$ cat config.mk
export PLATFORM = sky130hd
export DESIGN_NAME = adcsp_top
export DESIGN_NICKNAME = d
export VERILOG_FILES = /design/src/hdl/adcsp_top.v
export VERILOG_INCLUDE_DIRS = /design/src /design/src/hdl
export SDC_FILE = /design/constraint.sdc
export NUM_CORES = 1
export LEC_CHECK = 0
export BUFFER_PORTS_ARGS = -buffer_cell sky130_fd_sc_hd__clkbuf_2
export CORE_MARGIN = 2
export CORE_UTILIZATION = 35
export CTS_CLUSTER_SIZE = 20
export DETAILED_ROUTE_END_ITERATION = 16
export PLACE_DENSITY_LB_ADDON = 0.12
export SLEW_MARGIN = 20
export SYNTH_ARGS = -nofsm -noshare
export SYNTH_HDL_FRONTEND = slang
export SYNTH_SLANG_ARGS = --single-unit
export TNS_END_PERCENT = 1
$ cat constraint.sdc
create_clock -name clock -period 2.66 [get_ports clock]
set_input_delay 0.399 -clock clock [delete_from_list [all_inputs] [get_ports clock]]
set_output_delay 0.399 -clock clock [all_outputs]
set_load 0.05 [all_outputs]
$ cat src/hdl/adcsp_defs.vh
// constants for the converter serial control port
// assumes one system clock of 100 MHz; serial and crystal pins arrive asynchronously, conversion words on the same clock
`ifndef ADCSP_DEFS_VH
`define ADCSP_DEFS_VH

// configuration register layout
`define ADCSP_CFG_RESET     24'h00_0040
`define ADCSP_OFF_RESET     24'h00_0000
`define ADCSP_GAIN_RESET    24'h40_0000
`define ADCSP_CFG_ANALOG_HI 23
`define ADCSP_CFG_ANALOG_LO 22
`define ADCSP_CFG_DIG_HI    21
`define ADCSP_CFG_DIG_LO    18
`define ADCSP_CFG_LOWPWR    16
`define ADCSP_CFG_WR_HI     15
`define ADCSP_CFG_WR_LO     13
`define ADCSP_CFG_RS        7
`define ADCSP_CFG_RV        6
`define ADCSP_CFG_PF        5
`define ADCSP_CFG_PSSEL     4

// command byte fields
`define ADCSP_CMD_EXEC      7
`define ADCSP_CMD_SINGLE    6
`define ADCSP_CMD_CONT      5
`define ADCSP_CMD_READ      4
`define ADCSP_CMD_SEL_HI    3
`define ADCSP_CMD_SEL_LO    1
`define ADCSP_CMD_PSAVE     0
`define ADCSP_SEL_OFFSET    3'h0
`define ADCSP_SEL_GAIN      3'h1
`define ADCSP_SEL_CONFIG    3'h2
`define ADCSP_SEL_DATA      3'h3
`define ADCSP_SEL_SETUP     3'h4
`define ADCSP_CMD_NULL      8'h00
`define ADCSP_CMD_PSAVE_ON  8'h81

// data phase lengths in bits, minus one
`define ADCSP_LEN_WORD      7'h17
`define ADCSP_LEN_SETUP     7'h47

// resync: fill bytes are all ones, the end byte has a trailing zero
`define ADCSP_SYNC_FILL_MIN 15
`define ADCSP_SYNC_ONES     7'h7F

// power-up timeout in oscillator cycles
`define ADCSP_PU_CYCLES     10'h3EA

`endif

$ cat src/hdl/adcsp_top.v
// serial control port of the delta-sigma converter: command decode,
// data shifting, configuration/offset/gain registers, reset and power modes
// assumes: serial pins and crystal pin are asynchronous to clock;
// conversion words arrive from same-clock logic with a one-cycle strobe
`timescale 1ns/10ps
`include "adcsp_defs.vh"

module adcsp_top (
   // system
   input  wire        clock,
   input  wire        rst_b,
   input  wire        clk_en,
   // serial link
   input  wire        cs_b,
   input  wire        sclk,
   input  wire        sdi,
   output reg         sdo,
   output wire        sdo_oe_b,
   // oscillator
   input  wire        crystal_clock_input,
   output wire        osc_enable,
   // conversion engine
   input  wire [23:0] conv_data,
   input  wire        conv_data_valid,
   output reg         conv_start,
   output wire        conv_continuous,
   output wire        filter_run,
   output wire [23:0] offset_value,
   output wire [23:0] gain_value,
   output wire [2:0]  word_rate_field,
   // power and reset status
   output wire        low_power_mode,
   output wire        standby_mode,
   output wire        sleep_mode,
   output wire        system_reset,
   // latch pins
   output wire [3:0]  digital_latch_outputs,
   output wire [1:0]  analog_switch_outputs
);

   localparam ST_CMD  = 1'b0;
   localparam ST_DATA = 1'b1;

   // synchronisers: bit0 chip select, bit1 serial clock, bit2 data in, bit3 crystal
   reg  [3:0]  s1_r;
   reg  [3:0]  s2_r;
   reg  [1:0]  s3_r;

   reg         mode_r;
   reg  [6:0]  cnt_r;
   reg  [6:0]  len_r;
   reg  [2:0]  sel_r;
   reg         rd_r;
   reg  [6:0]  cmd_sh_r;
   reg  [71:0] sh_r;
   reg  [6:0]  ones_r;
   reg  [23:0] cfg_r;
   reg  [23:0] off_r;
   reg  [23:0] gain_r;
   reg  [23:0] conv_r;
   reg         ready_r;
   reg         cont_r;
   reg         psave_r;
   reg         pu_busy_r;
   reg  [9:0]  pu_cnt_r;

   wire        cs_act = ~s2_r[0];
   wire        rise   = cs_act & s2_r[1] & ~s3_r[0];
   wire        fall   = cs_act & ~s2_r[1] & s3_r[0];
   wire        sdi_s  = s2_r[2];
   wire        xedge  = s2_r[3] & ~s3_r[1];
   wire [7:0]  cmd    = {cmd_sh_r, sdi_s};
   wire [71:0] sh_in  = {sh_r[70:0], sdi_s};
   wire        resync = rise & ~sdi_s & (ones_r == `ADCSP_SYNC_ONES);
   wire        byte_done = rise & (mode_r == ST_CMD) & (cnt_r == 7'h07);
   wire        data_done = rise & (mode_r == ST_DATA) & (cnt_r == len_r);

   // data-phase length minus one for a command; zero means no data phase
   function [6:0] adcsp_len;
      input [7:0] c;
      input       pf;
      begin
         adcsp_len = 7'h00;
         if (c == `ADCSP_CMD_NULL) begin
            if (pf)
               adcsp_len = `ADCSP_LEN_WORD;
         end else if (c[`ADCSP_CMD_EXEC] & ~c[`ADCSP_CMD_SINGLE] & ~c[`ADCSP_CMD_CONT]
                      & ~c[`ADCSP_CMD_PSAVE]) begin
            if (c[`ADCSP_CMD_SEL_HI:`ADCSP_CMD_SEL_LO] == `ADCSP_SEL_SETUP)
               adcsp_len = `ADCSP_LEN_SETUP;
            else if (~c[`ADCSP_CMD_SEL_HI])
               adcsp_len = `ADCSP_LEN_WORD;
         end
      end
   endfunction

   wire [2:0]  cmd_sel   = cmd[`ADCSP_CMD_SEL_HI:`ADCSP_CMD_SEL_LO];
   // reserved selects kill the whole command, including its action bits
   wire        cmd_valid = cmd[`ADCSP_CMD_EXEC] & (cmd_sel <= `ADCSP_SEL_SETUP);
   wire [6:0]  cmd_len   = adcsp_len(cmd, cfg_r[`ADCSP_CFG_PF]);

   always @(posedge clock) begin
      if (!rst_b) begin
         s1_r <= 4'h1;
         s2_r <= 4'h1;
         s3_r <= 2'h0;
      end else if (clk_en) begin
         s1_r <= {crystal_clock_input, sdi, sclk, cs_b};
         s2_r <= s1_r;
         s3_r <= {s2_r[3], s2_r[1]};
      end
   end

   // power-up timeout counted on crystal edges; the port is held meanwhile
   always @(posedge clock) begin
      if (!rst_b) begin
         pu_busy_r <= 1'b1;
         pu_cnt_r  <= 10'h000;
      end else if (clk_en) begin
         if (pu_busy_r && xedge) begin
            if (pu_cnt_r == `ADCSP_PU_CYCLES - 10'h001)
               pu_busy_r <= 1'b0;
            pu_cnt_r <= pu_cnt_r + 10'h001;
         end
      end
   end

   // serial port state, registers and modes
   always @(posedge clock) begin
      if (!rst_b || pu_busy_r) begin
         mode_r     <= ST_CMD;
         cnt_r      <= 7'h00;
         len_r      <= 7'h00;
         sel_r      <= 3'h0;
         rd_r       <= 1'b0;
         cmd_sh_r   <= 7'h00;
         sh_r       <= 72'h0;
         ones_r     <= 7'h00;
         cfg_r      <= `ADCSP_CFG_RESET;
         off_r      <= `ADCSP_OFF_RESET;
         gain_r     <= `ADCSP_GAIN_RESET;
         conv_r     <= 24'h00_0000;
         ready_r    <= 1'b0;
         cont_r     <= 1'b0;
         psave_r    <= 1'b0;
         conv_start <= 1'b0;
      end else if (clk_en) begin
         conv_start <= 1'b0;
         if (rise) begin
            if (sdi_s)
               ones_r <= (ones_r == `ADCSP_SYNC_ONES) ? ones_r : ones_r + 7'h01;
            else
               ones_r <= 7'h00;
         end
         if (resync) begin
            // only the port state returns; registers are left alone
            mode_r <= ST_CMD;
            cnt_r  <= 7'h00;
         end else if (rise && mode_r == ST_CMD) begin
            cmd_sh_r <= cmd[6:0];
            cnt_r    <= cnt_r + 7'h01;
            if (byte_done) begin
               cnt_r <= 7'h00;
               if (cmd == `ADCSP_CMD_NULL) begin
                  ready_r <= 1'b0;
                  if (cmd_len != 7'h00) begin
                     mode_r <= ST_DATA;
                     len_r  <= cmd_len;
                     sel_r  <= `ADCSP_SEL_DATA;
                     rd_r   <= 1'b1;
                     sh_r   <= {conv_r, 48'h0};
                  end
               end else if (cmd_valid) begin
                  psave_r <= cmd[`ADCSP_CMD_PSAVE];
                  if (cmd[`ADCSP_CMD_SINGLE] && !cfg_r[`ADCSP_CFG_RS])
                     conv_start <= 1'b1;
                  if (cmd[`ADCSP_CMD_SINGLE] || cmd[`ADCSP_CMD_CONT])
                     cont_r <= cmd[`ADCSP_CMD_CONT];
                  if (cmd_len != 7'h00) begin
                     mode_r <= ST_DATA;
                     len_r  <= cmd_len;
                     sel_r  <= cmd_sel;
                     rd_r   <= cmd[`ADCSP_CMD_READ];
                     if (cmd[`ADCSP_CMD_READ]) begin
                        if (cmd_sel == `ADCSP_SEL_OFFSET)
                           sh_r <= {off_r, 48'h0};
                        else if (cmd_sel == `ADCSP_SEL_GAIN)
                           sh_r <= {gain_r, 48'h0};
                        else if (cmd_sel == `ADCSP_SEL_CONFIG)
                           sh_r <= {cfg_r, 48'h0};
                        else if (cmd_sel == `ADCSP_SEL_DATA)
                           sh_r <= {conv_r, 48'h0};
                        else
                           sh_r <= {off_r, gain_r, cfg_r};
                        // reading configuration is what releases the flag
                        if (cmd_sel == `ADCSP_SEL_CONFIG || cmd_sel == `ADCSP_SEL_SETUP)
                           cfg_r[`ADCSP_CFG_RV] <= 1'b0;
                        if (cmd_sel == `ADCSP_SEL_DATA)
                           ready_r <= 1'b0;
                     end
                  end
               end
            end
         end else if (rise && mode_r == ST_DATA) begin
            sh_r  <= sh_in;
            cnt_r <= cnt_r + 7'h01;
            if (data_done) begin
               mode_r <= ST_CMD;
               cnt_r  <= 7'h00;
               if (!rd_r) begin
                  if (sel_r == `ADCSP_SEL_OFFSET)
                     off_r <= sh_in[23:0];
                  else if (sel_r == `ADCSP_SEL_GAIN)
                     gain_r <= sh_in[23:0];
                  else if (sel_r == `ADCSP_SEL_SETUP) begin
                     off_r  <= sh_in[71:48];
                     gain_r <= sh_in[47:24];
                  end
                  if (sel_r == `ADCSP_SEL_CONFIG || sel_r == `ADCSP_SEL_SETUP) begin
                     if (sh_in[`ADCSP_CFG_RS]) begin
                        // system reset: defaults, flag set, held until the bit is cleared
                        cfg_r   <= `ADCSP_CFG_RESET | (24'h00_0001 << `ADCSP_CFG_RS);
                        off_r   <= `ADCSP_OFF_RESET;
                        gain_r  <= `ADCSP_GAIN_RESET;
                        ready_r <= 1'b0;
                        cont_r  <= 1'b0;
                        psave_r <= 1'b0;
                     end else begin
                        cfg_r <= sh_in[23:0];
                        cfg_r[`ADCSP_CFG_RV] <= cfg_r[`ADCSP_CFG_RV];
                     end
                  end
               end
            end
         end
         // a fresh word beats a clear in the same cycle
         if (conv_data_valid && !cfg_r[`ADCSP_CFG_RS] && !psave_r) begin
            conv_r  <= conv_data;
            ready_r <= 1'b1;
         end
      end
   end

   // data out changes on falling serial clock so the host samples on rising
   always @(posedge clock) begin
      if (!rst_b || pu_busy_r) begin
         sdo <= 1'b1;
      end else if (clk_en) begin
         if (fall) begin
            if (mode_r == ST_DATA && rd_r)
               sdo <= sh_r[71];
            else
               sdo <= ~(cfg_r[`ADCSP_CFG_PF] & ready_r);
         end
      end
   end

   // chip select tied low simply leaves the driver on for three-wire use
   assign sdo_oe_b = s2_r[0] | pu_busy_r;

   assign digital_latch_outputs = cfg_r[`ADCSP_CFG_DIG_HI:`ADCSP_CFG_DIG_LO];
   assign analog_switch_outputs = cfg_r[`ADCSP_CFG_ANALOG_HI:`ADCSP_CFG_ANALOG_LO];
   assign low_power_mode  = cfg_r[`ADCSP_CFG_LOWPWR];
   assign standby_mode    = psave_r & ~cfg_r[`ADCSP_CFG_PSSEL];
   assign sleep_mode      = psave_r & cfg_r[`ADCSP_CFG_PSSEL];
   // stopping the oscillator means the host owns the restart delay
   assign osc_enable      = ~sleep_mode;
   assign filter_run      = ~psave_r & ~system_reset;
   assign system_reset    = pu_busy_r | cfg_r[`ADCSP_CFG_RS];
   assign word_rate_field = cfg_r[`ADCSP_CFG_WR_HI:`ADCSP_CFG_WR_LO];
   assign conv_continuous = cont_r & ~cfg_r[`ADCSP_CFG_RS];
   assign offset_value    = off_r;
   assign gain_value      = gain_r;

endmodule // adcsp_top

==> results of run 1 <==
-- synth_stat cells (all sizes together) (3+ instances only) --
cell / instances / area share (%)
a211oi: 73 / 4.8
a21oi: 183 / 8.2
a2bb2oi: 23 / 1.8
a31o: 3 / 0.23
a31oi: 9 / 0.50
and2: 12 / 0.66
and3: 53 / 2.9
and4: 6 / 0.46
buf: 58 / 2.8
clkbuf: 93 / 3.1
dfxtp: 223 / 39
ha: 4 / 0.44
inv: 6 / 0.20
mux2: 24 / 2.4
mux2i: 47 / 4.2
nand2: 108 / 3.6
nand2b: 7 / 0.39
nand3: 17 / 0.75
nand3b: 24 / 1.6
nand4: 12 / 0.66
nor2: 49 / 1.6
nor2b: 13 / 0.72
nor3: 36 / 1.7
nor3b: 5 / 0.42
nor4: 4 / 0.28
nor4b: 3 / 0.34
o211ai: 24 / 1.6
o21a: 25 / 1.7
o21ai: 34 / 1.5
o22ai: 25 / 1.4
o2bb2ai: 24 / 1.9
o31ai: 24 / 1.6
o32ai: 25 / 1.9
or3: 4 / 0.22
or4b: 3 / 0.33
xnor2: 11 / 0.85
xor2: 10 / 0.77
-- power by group --
part / switching [uW] / total [uW] / internal (uW) / leakage (uW)
sequential: 6.81 / 3350 / 3350 / 0.00180
combinational: 64.1 / 112 / 48.2 / 0.00241
clock: 1500 / 4180 / 2670 / 0.000511
total: 1580 / 7640 / 6070 / 0.00472
-- stage by stage --
step	utilization, %	power, uW	setup slack (ps)	cell area, sq um
after floorplan	-	3480	682	11300
after global placement	38.8	3540	193	12300
after detailed placement	38.8	3540	167	12300
after CTS	42.0	7730	139	13300
after global routing	42.0	7880	57.6	13300
final	42.0	7640	238	13300
-- worst paths after layout --
kind,startpoint,slack (ps),cells after the start,to
worst max-delay path,cnt_r[0]$_SDFFE_PP0P_,240,6,sh_r[53]$_SDFFE_PP0P_
worst min-delay path,conv_data[16],70,3,conv_r[16]$_SDFFE_PP0P_
worst max register to register,cnt_r[0]$_SDFFE_PP0P_,240,6,sh_r[53]$_SDFFE_PP0P_
worst min register to register,cfg_r[2]$_SDFFE_PP0P_,460,2,cfg_r[2]$_SDFFE_PP0P_
-- routing by layer --
metal / wire length [um] / GRT usage [%] / vias up / part of all wire [%]
li1: - / - / 5018 / -
met1: 18500 / 32.7 / 5201 / 47
met2: 17800 / 36.5 / 371 / 45
met3: 2260 / 3.23 / 71 / 5.7
met4: 1210 / 7.23 / 0 / 3.0
met5: 0 / 0 / - / 0
-- registers in the layout, indices dropped and copies added, names as in the netlist, 7 cells and up --
register and count:
offset_value 24, cfg_r 24, conv_r 24, cnt_r 7
sh_r 72, ones_r 7, cmd_sh_r 7, pu_cnt_r 10
gain_value 24
-- placed cells by master (no fill, tap or decap), types with 13 or more instances in the layout --
| cell type | netlist | routed |
|---|---|---|
| dfxtp_1 | 223 | 220 |
| a21oi_1 | 182 | 182 |
| nand2_1 | 107 | 106 |
| clkbuf_2 | 0 | 98 |
| a211oi_1 | 73 | 73 |
| and3_1 | 53 | 53 |
| nor2_1 | 49 | 48 |
| mux2i_1 | 47 | 47 |
| buf_4 | 11 | 42 |
| nor3_1 | 35 | 35 |
| o21ai_0 | 33 | 33 |
| clkbuf_16 | 0 | 29 |
| o21a_1 | 25 | 25 |
| o32ai_1 | 25 | 25 |
| o22ai_1 | 25 | 25 |
| nand3b_1 | 24 | 24 |
| mux2_2 | 24 | 24 |
| o211ai_1 | 24 | 24 |
| o31ai_1 | 23 | 23 |
| o2bb2ai_1 | 23 | 23 |
| a2bb2oi_1 | 23 | 23 |
| nand3_1 | 17 | 17 |
| buf_12 | 0 | 13 |
-- worst max-delay path: cells and delay by family, from the launching register on --
family	cells	cell delay, ps
AOI/OAI and AO/OA	2	590
adders and majority gates	1	240
DFF	1	430
and+or+nand+nor	3	1060
-- area by class of cell --
cell class | count | share of cell area (%)
Multi-Input combinational cell | 950 | 46.8
Sequential cell | 223 | 33.5
Timing Repair Buffer | 153 | 7.99
Clock buffer | 45 | 6.72
Tap cell | 402 | 3.77
Clock inverter | 7 | 1.01
Inverter | 6 | 0.169
-- kinds of logic after synthesis --
group / Yosys count
AO/OA/AOI/OAI: 488
XOR/XNOR: 21
adder cells (fa/ha/maj): 4
buffers and inverters: 157
flip-flops: 223
multiplexers: 71
AND/OR/NAND/NOR: 366
==> results_dict.tcl, run 1 <==
set metrics [dict create \
    critPathMaxStageDelay_ps 460 \
    dp_hpwl_um 25300 \
    synth_edf_count 0 \
    syn-num-nets 1366 \
    worstSkewPairLatency_ps 540 \
    start_kind "register" \
    synthCells 1330 \
    period_minus_slack_ps 2420 \
    syn_area_per_cell_sq_um 8.51 \
    yosys.cell_types.count 70 \
    setup_viol 0 \
    synth_compound_area_share_pct 28.4 \
    critPathKind "register to register" \
    cp_data_arrival_time_ps 2870 \
    drt_first_pass_iters 5 \
    multi_input_area_sq_um 6240 \
    root_buffer "clkbuf_16" \
    clockBufferDepth 3 \
    hold_path_class "primary input to register" \
    synth_xor_area_share_pct 1.62 \
    finalCritPeriodShare_pct 91.1 \
    track_usage_pct 23.2 \
    drive_gt1_share_pct 18.6 \
    path_cells "ha_1, nor4bb_2, and2_1, a31o_2, nand2_2, o31ai_1" \
    postCtsSetupRepairBufs 0 \
    ant_nets 0 \
    port_buffers 98 \
    worst_pin_slew_ps 746 \
    grt_remaining_overflow 0 \
    hold_viol 0 \
    grt_pass1_vias 10100 \
    nFillCells 3243 \
    crit_path_end_kind "register" \
    outcome "complete, no violations" \
    cts_tree "done" \
    grt_antenna_before_repair 0 \
    crit_fanout 22 \
    slew_headroom_pct 50.2 \
    num_vias 10700 \
    whs_ps 73.4 \
    h-tree-depth 1 \
    ys_ff_latch 223 \
    grt_max_degree 73 \
    regArea_sq_um 4470 \
    synth_top_family_by_area "compound AO/OA/AOI/OAI gates" \
    cap_violations 0 \
    rsz0062_at_grt "false" \
    diodes 0 \
    die_area_sq_um 33800 \
    ys.flop_type "dfxtp_1" \
    clock_sinks 223 \
    drt_first_iter_violations 865 \
    final_cells 1786 \
    finalClockSkew_ps 11.6 \
    wire_per_inst_um 22.3 \
    cts_buffers 28 \
    synthArstFlopShare_pct 0 \
    viasPerCell 5.97 \
    io_pins 99 \
    fp.coreArea_sq_um 31700 \
    fmax_ghz 0.413 \
    initial_utilization_pct 35.7 \
    cts.clk_slew.worst_paths_ps 60 \
    yosysSeqAreaShare_pct 39.4 \
    cts_hold_buffers 0 \
    yosysWarnings 0 \
    synthMuxAreaShare_pct 6.54 \
    critical-path-slowest-cell "nor4bb_2" \
    drcViolationCount 0 \
    required_ps 3100 \
    layout.nets 1398 \
    grt_pass1_wl_um 61700 \
    die_w_um 184 \
    gp_congestion 0.819 \
    leakagePower_uw 0.00472 \
    rows 65 \
    powerDensity_nw_per_um2 573 \
    fp.dieH_um 184 \
    synth-simple-area-share_pct 17.5 \
    setup_tns_ps 0 \
    drt_wl_total_um 39800 \
    syn_area_sq_um 11300 \
    synthAdderAreaFrac_pct 0.442 \
    vdd_drop_max_mv 0.441 \
    slew_violations 0 \
    syn_to_final_growth_pct 17.8 \
    post_cts_resized 0 \
    dpl.cell_count 1734 \
]
(Power assumes the default switching activity.)
==> run 2, diff against run 1 <==
Clock period 2.66 ns to 2.01 ns, I/O delays scaled along.
==> results_dict.tcl, run 2 (synthesis gave the netlist of run 1 again) <==
set metrics [dict create \
    fp.dieH_um 184 \
    drcViolationCount 0 \
    layout.nets 1496 \
    grt_pass1_vias 10400 \
    wire_per_inst_um 22.4 \
    num_vias 11000 \
    drt_first_iter_violations 815 \
    rsz0062_at_grt "true" \
    drt_first_pass_iters 7 \
    fp.coreArea_sq_um 31700 \
    rows 65 \
    drt_wl_total_um 42100 \
    place_area_sq_um 13000 \
    p_int_uw 7800 \
    grt_remaining_overflow 0 \
    die_area_sq_um 33800 \
    io_pins 99 \
    leakagePower_uw 0.00531 \
    fmax_ghz 0.486 \
    fin_total_pwr_uw 9920 \
    vdd_drop_max_mv 0.811 \
    multi_input_area_sq_um 6580 \
    initial_utilization_pct 35.7 \
    slew_headroom_pct 55.7 \
    hold_viol 0 \
    critPathKind "register to register" \
    cts_tree "done" \
    period_minus_slack_ps 2060 \
    fin_ws_ps -48.4 \
    hold_path_class "primary input to register" \
    start_kind "register" \
    power.switching_uw 2120 \
    nFillCells 3109 \
    grt_pass1_wl_um 63100 \
    port_buffers 98 \
    reg2regPathDepth 6 \
    final_cell_mix "dfxtp_1 (213), a21oi_1 (173), nand2_1 (105)" \
    required_ps 2470 \
    regMostFlops "sh_r" \
    crit_path_end_kind "register" \
    powerDensity_nw_per_um2 674 \
    holdPathStages 3 \
    cp_data_arrival_time_ps 2520 \
    slew_violations 0 \
    worstSkewPairLatency_ps 550 \
    finalClockSkew_ps 12.6 \
    dp_hpwl_um 27000 \
    finalCritPeriodShare_pct 102 \
    root_buffer "clkbuf_16" \
    cap_violations 0 \
    grt_antenna_before_repair 0 \
    clockBufferDepth 3 \
    setup_viol 24 \
    viasPerCell 5.87 \
    diodes 0 \
    cts_buffers 28 \
    ant_nets 0 \
    drive_gt1_share_pct 26.3 \
    violations "setup timing" \
    track_usage_pct 23.8 \
    p_sw_share_pct 21.3 \
    worst_pin_slew_ps 665 \
    h-tree-depth 1 \
    outcome "complete, but fails checks" \
    crit_fanout 10 \
    largest_reg_flops 72 \
    grt_max_degree 74 \
    combPwrFrac_pct 2.1 \
    gp_congestion 0.846 \
    seqPwrFrac_pct 44.7 \
    p_clk_share_pct 53.1 \
    regArea_sq_um 4480 \
    clock_sinks 223 \
    final_common_cell "dfxtp_1" \
    syn_to_final_growth_pct 29.9 \
    finish.instance_area_sq_um 14700 \
    cts.clk_slew.worst_paths_ps 60 \
    die_w_um 184 \
]
-- run 2: per-layer routing --
layer	wire length [um]	GRT usage, %	vias to the layer above
li1	-	-	5229
met1	19700	33.8	5399
met2	19300	38.2	352
met3	1890	2.52	69
met4	1250	6.43	0
met5	0	0	-
-- run 2: cell type report --
class	instances	share of cell area, %
Clock buffer	42	5.74
Clock inverter	9	0.833
Inverter	6	0.153
Multi-Input combinational cell	950	44.7
Sequential cell	223	30.4
Tap cell	402	3.42
Timing Repair Buffer	251	14.7
-- run 2: final timing paths --
path / from / end / slack [ps]
min reg2reg: cfg_r[8]$_SDFFE_PP0P_ / cfg_r[8]$_SDFFE_PP0P_ / 470
max reg2reg: s3_r[0]$_SDFFE_PN0P_ / offset_value[23]$_SDFFE_PP0P_ / -50
max: s3_r[0]$_SDFFE_PN0P_ / offset_value[23]$_SDFFE_PP0P_ / -50
min: crystal_clock_input / s1_r[3]$_SDFFE_PN0P_ / 30
-- run 2: power by group through the flow --
stage                     Combinational, uW  Sequential (uW)  Clock [uW]
after floorplan                        76.4             4530           0
final                                   211             4440        5270
after global placement                  172             4530           0
after CTS                               208             4440        5360
after detailed placement                173             4530           0
after global routing                    230             4440        5550
-- run 2: through the flow --
step	utilization [%]	setup WS, ps	hold slack [ps]	instances	setup TNS, ps
4_1_cts	44.9	-94.4	19.2	1877	-4280
3_3_place_gp	41.0	-110	454	1803	-5100
5_1_grt	46.4	-121	29.8	1883	-8010
6_report	46.4	-48.4	29.2	1883	-710
2_1_floorplan	-	45.6	430	1330	0
3_5_place_dp	41.0	-109	459	1803	-5750
-- run 2: timing repair --
| item | 4_1_cts | 5_1_grt |
|---|---|---|
| endpoints found under the hold margin | 23 | 0 |
| gates cloned | 0 | 4 |
| hold buffers | 23 | 0 |
| buffers inserted | 0 | 2 |
| setup endpoints to repair | 131 | 160 |
| pin swaps | 1 | 27 |
| resized for setup | 7 | 80 |
-- run 2: worst max-delay path: stages, from the launching register on --
cell	delay [ps]
dfxtp_2	340
or4b_4	560
nor3_4	250
and4b_2	330
a21oi_4	210
buf_12	160
o2bb2ai_1	120
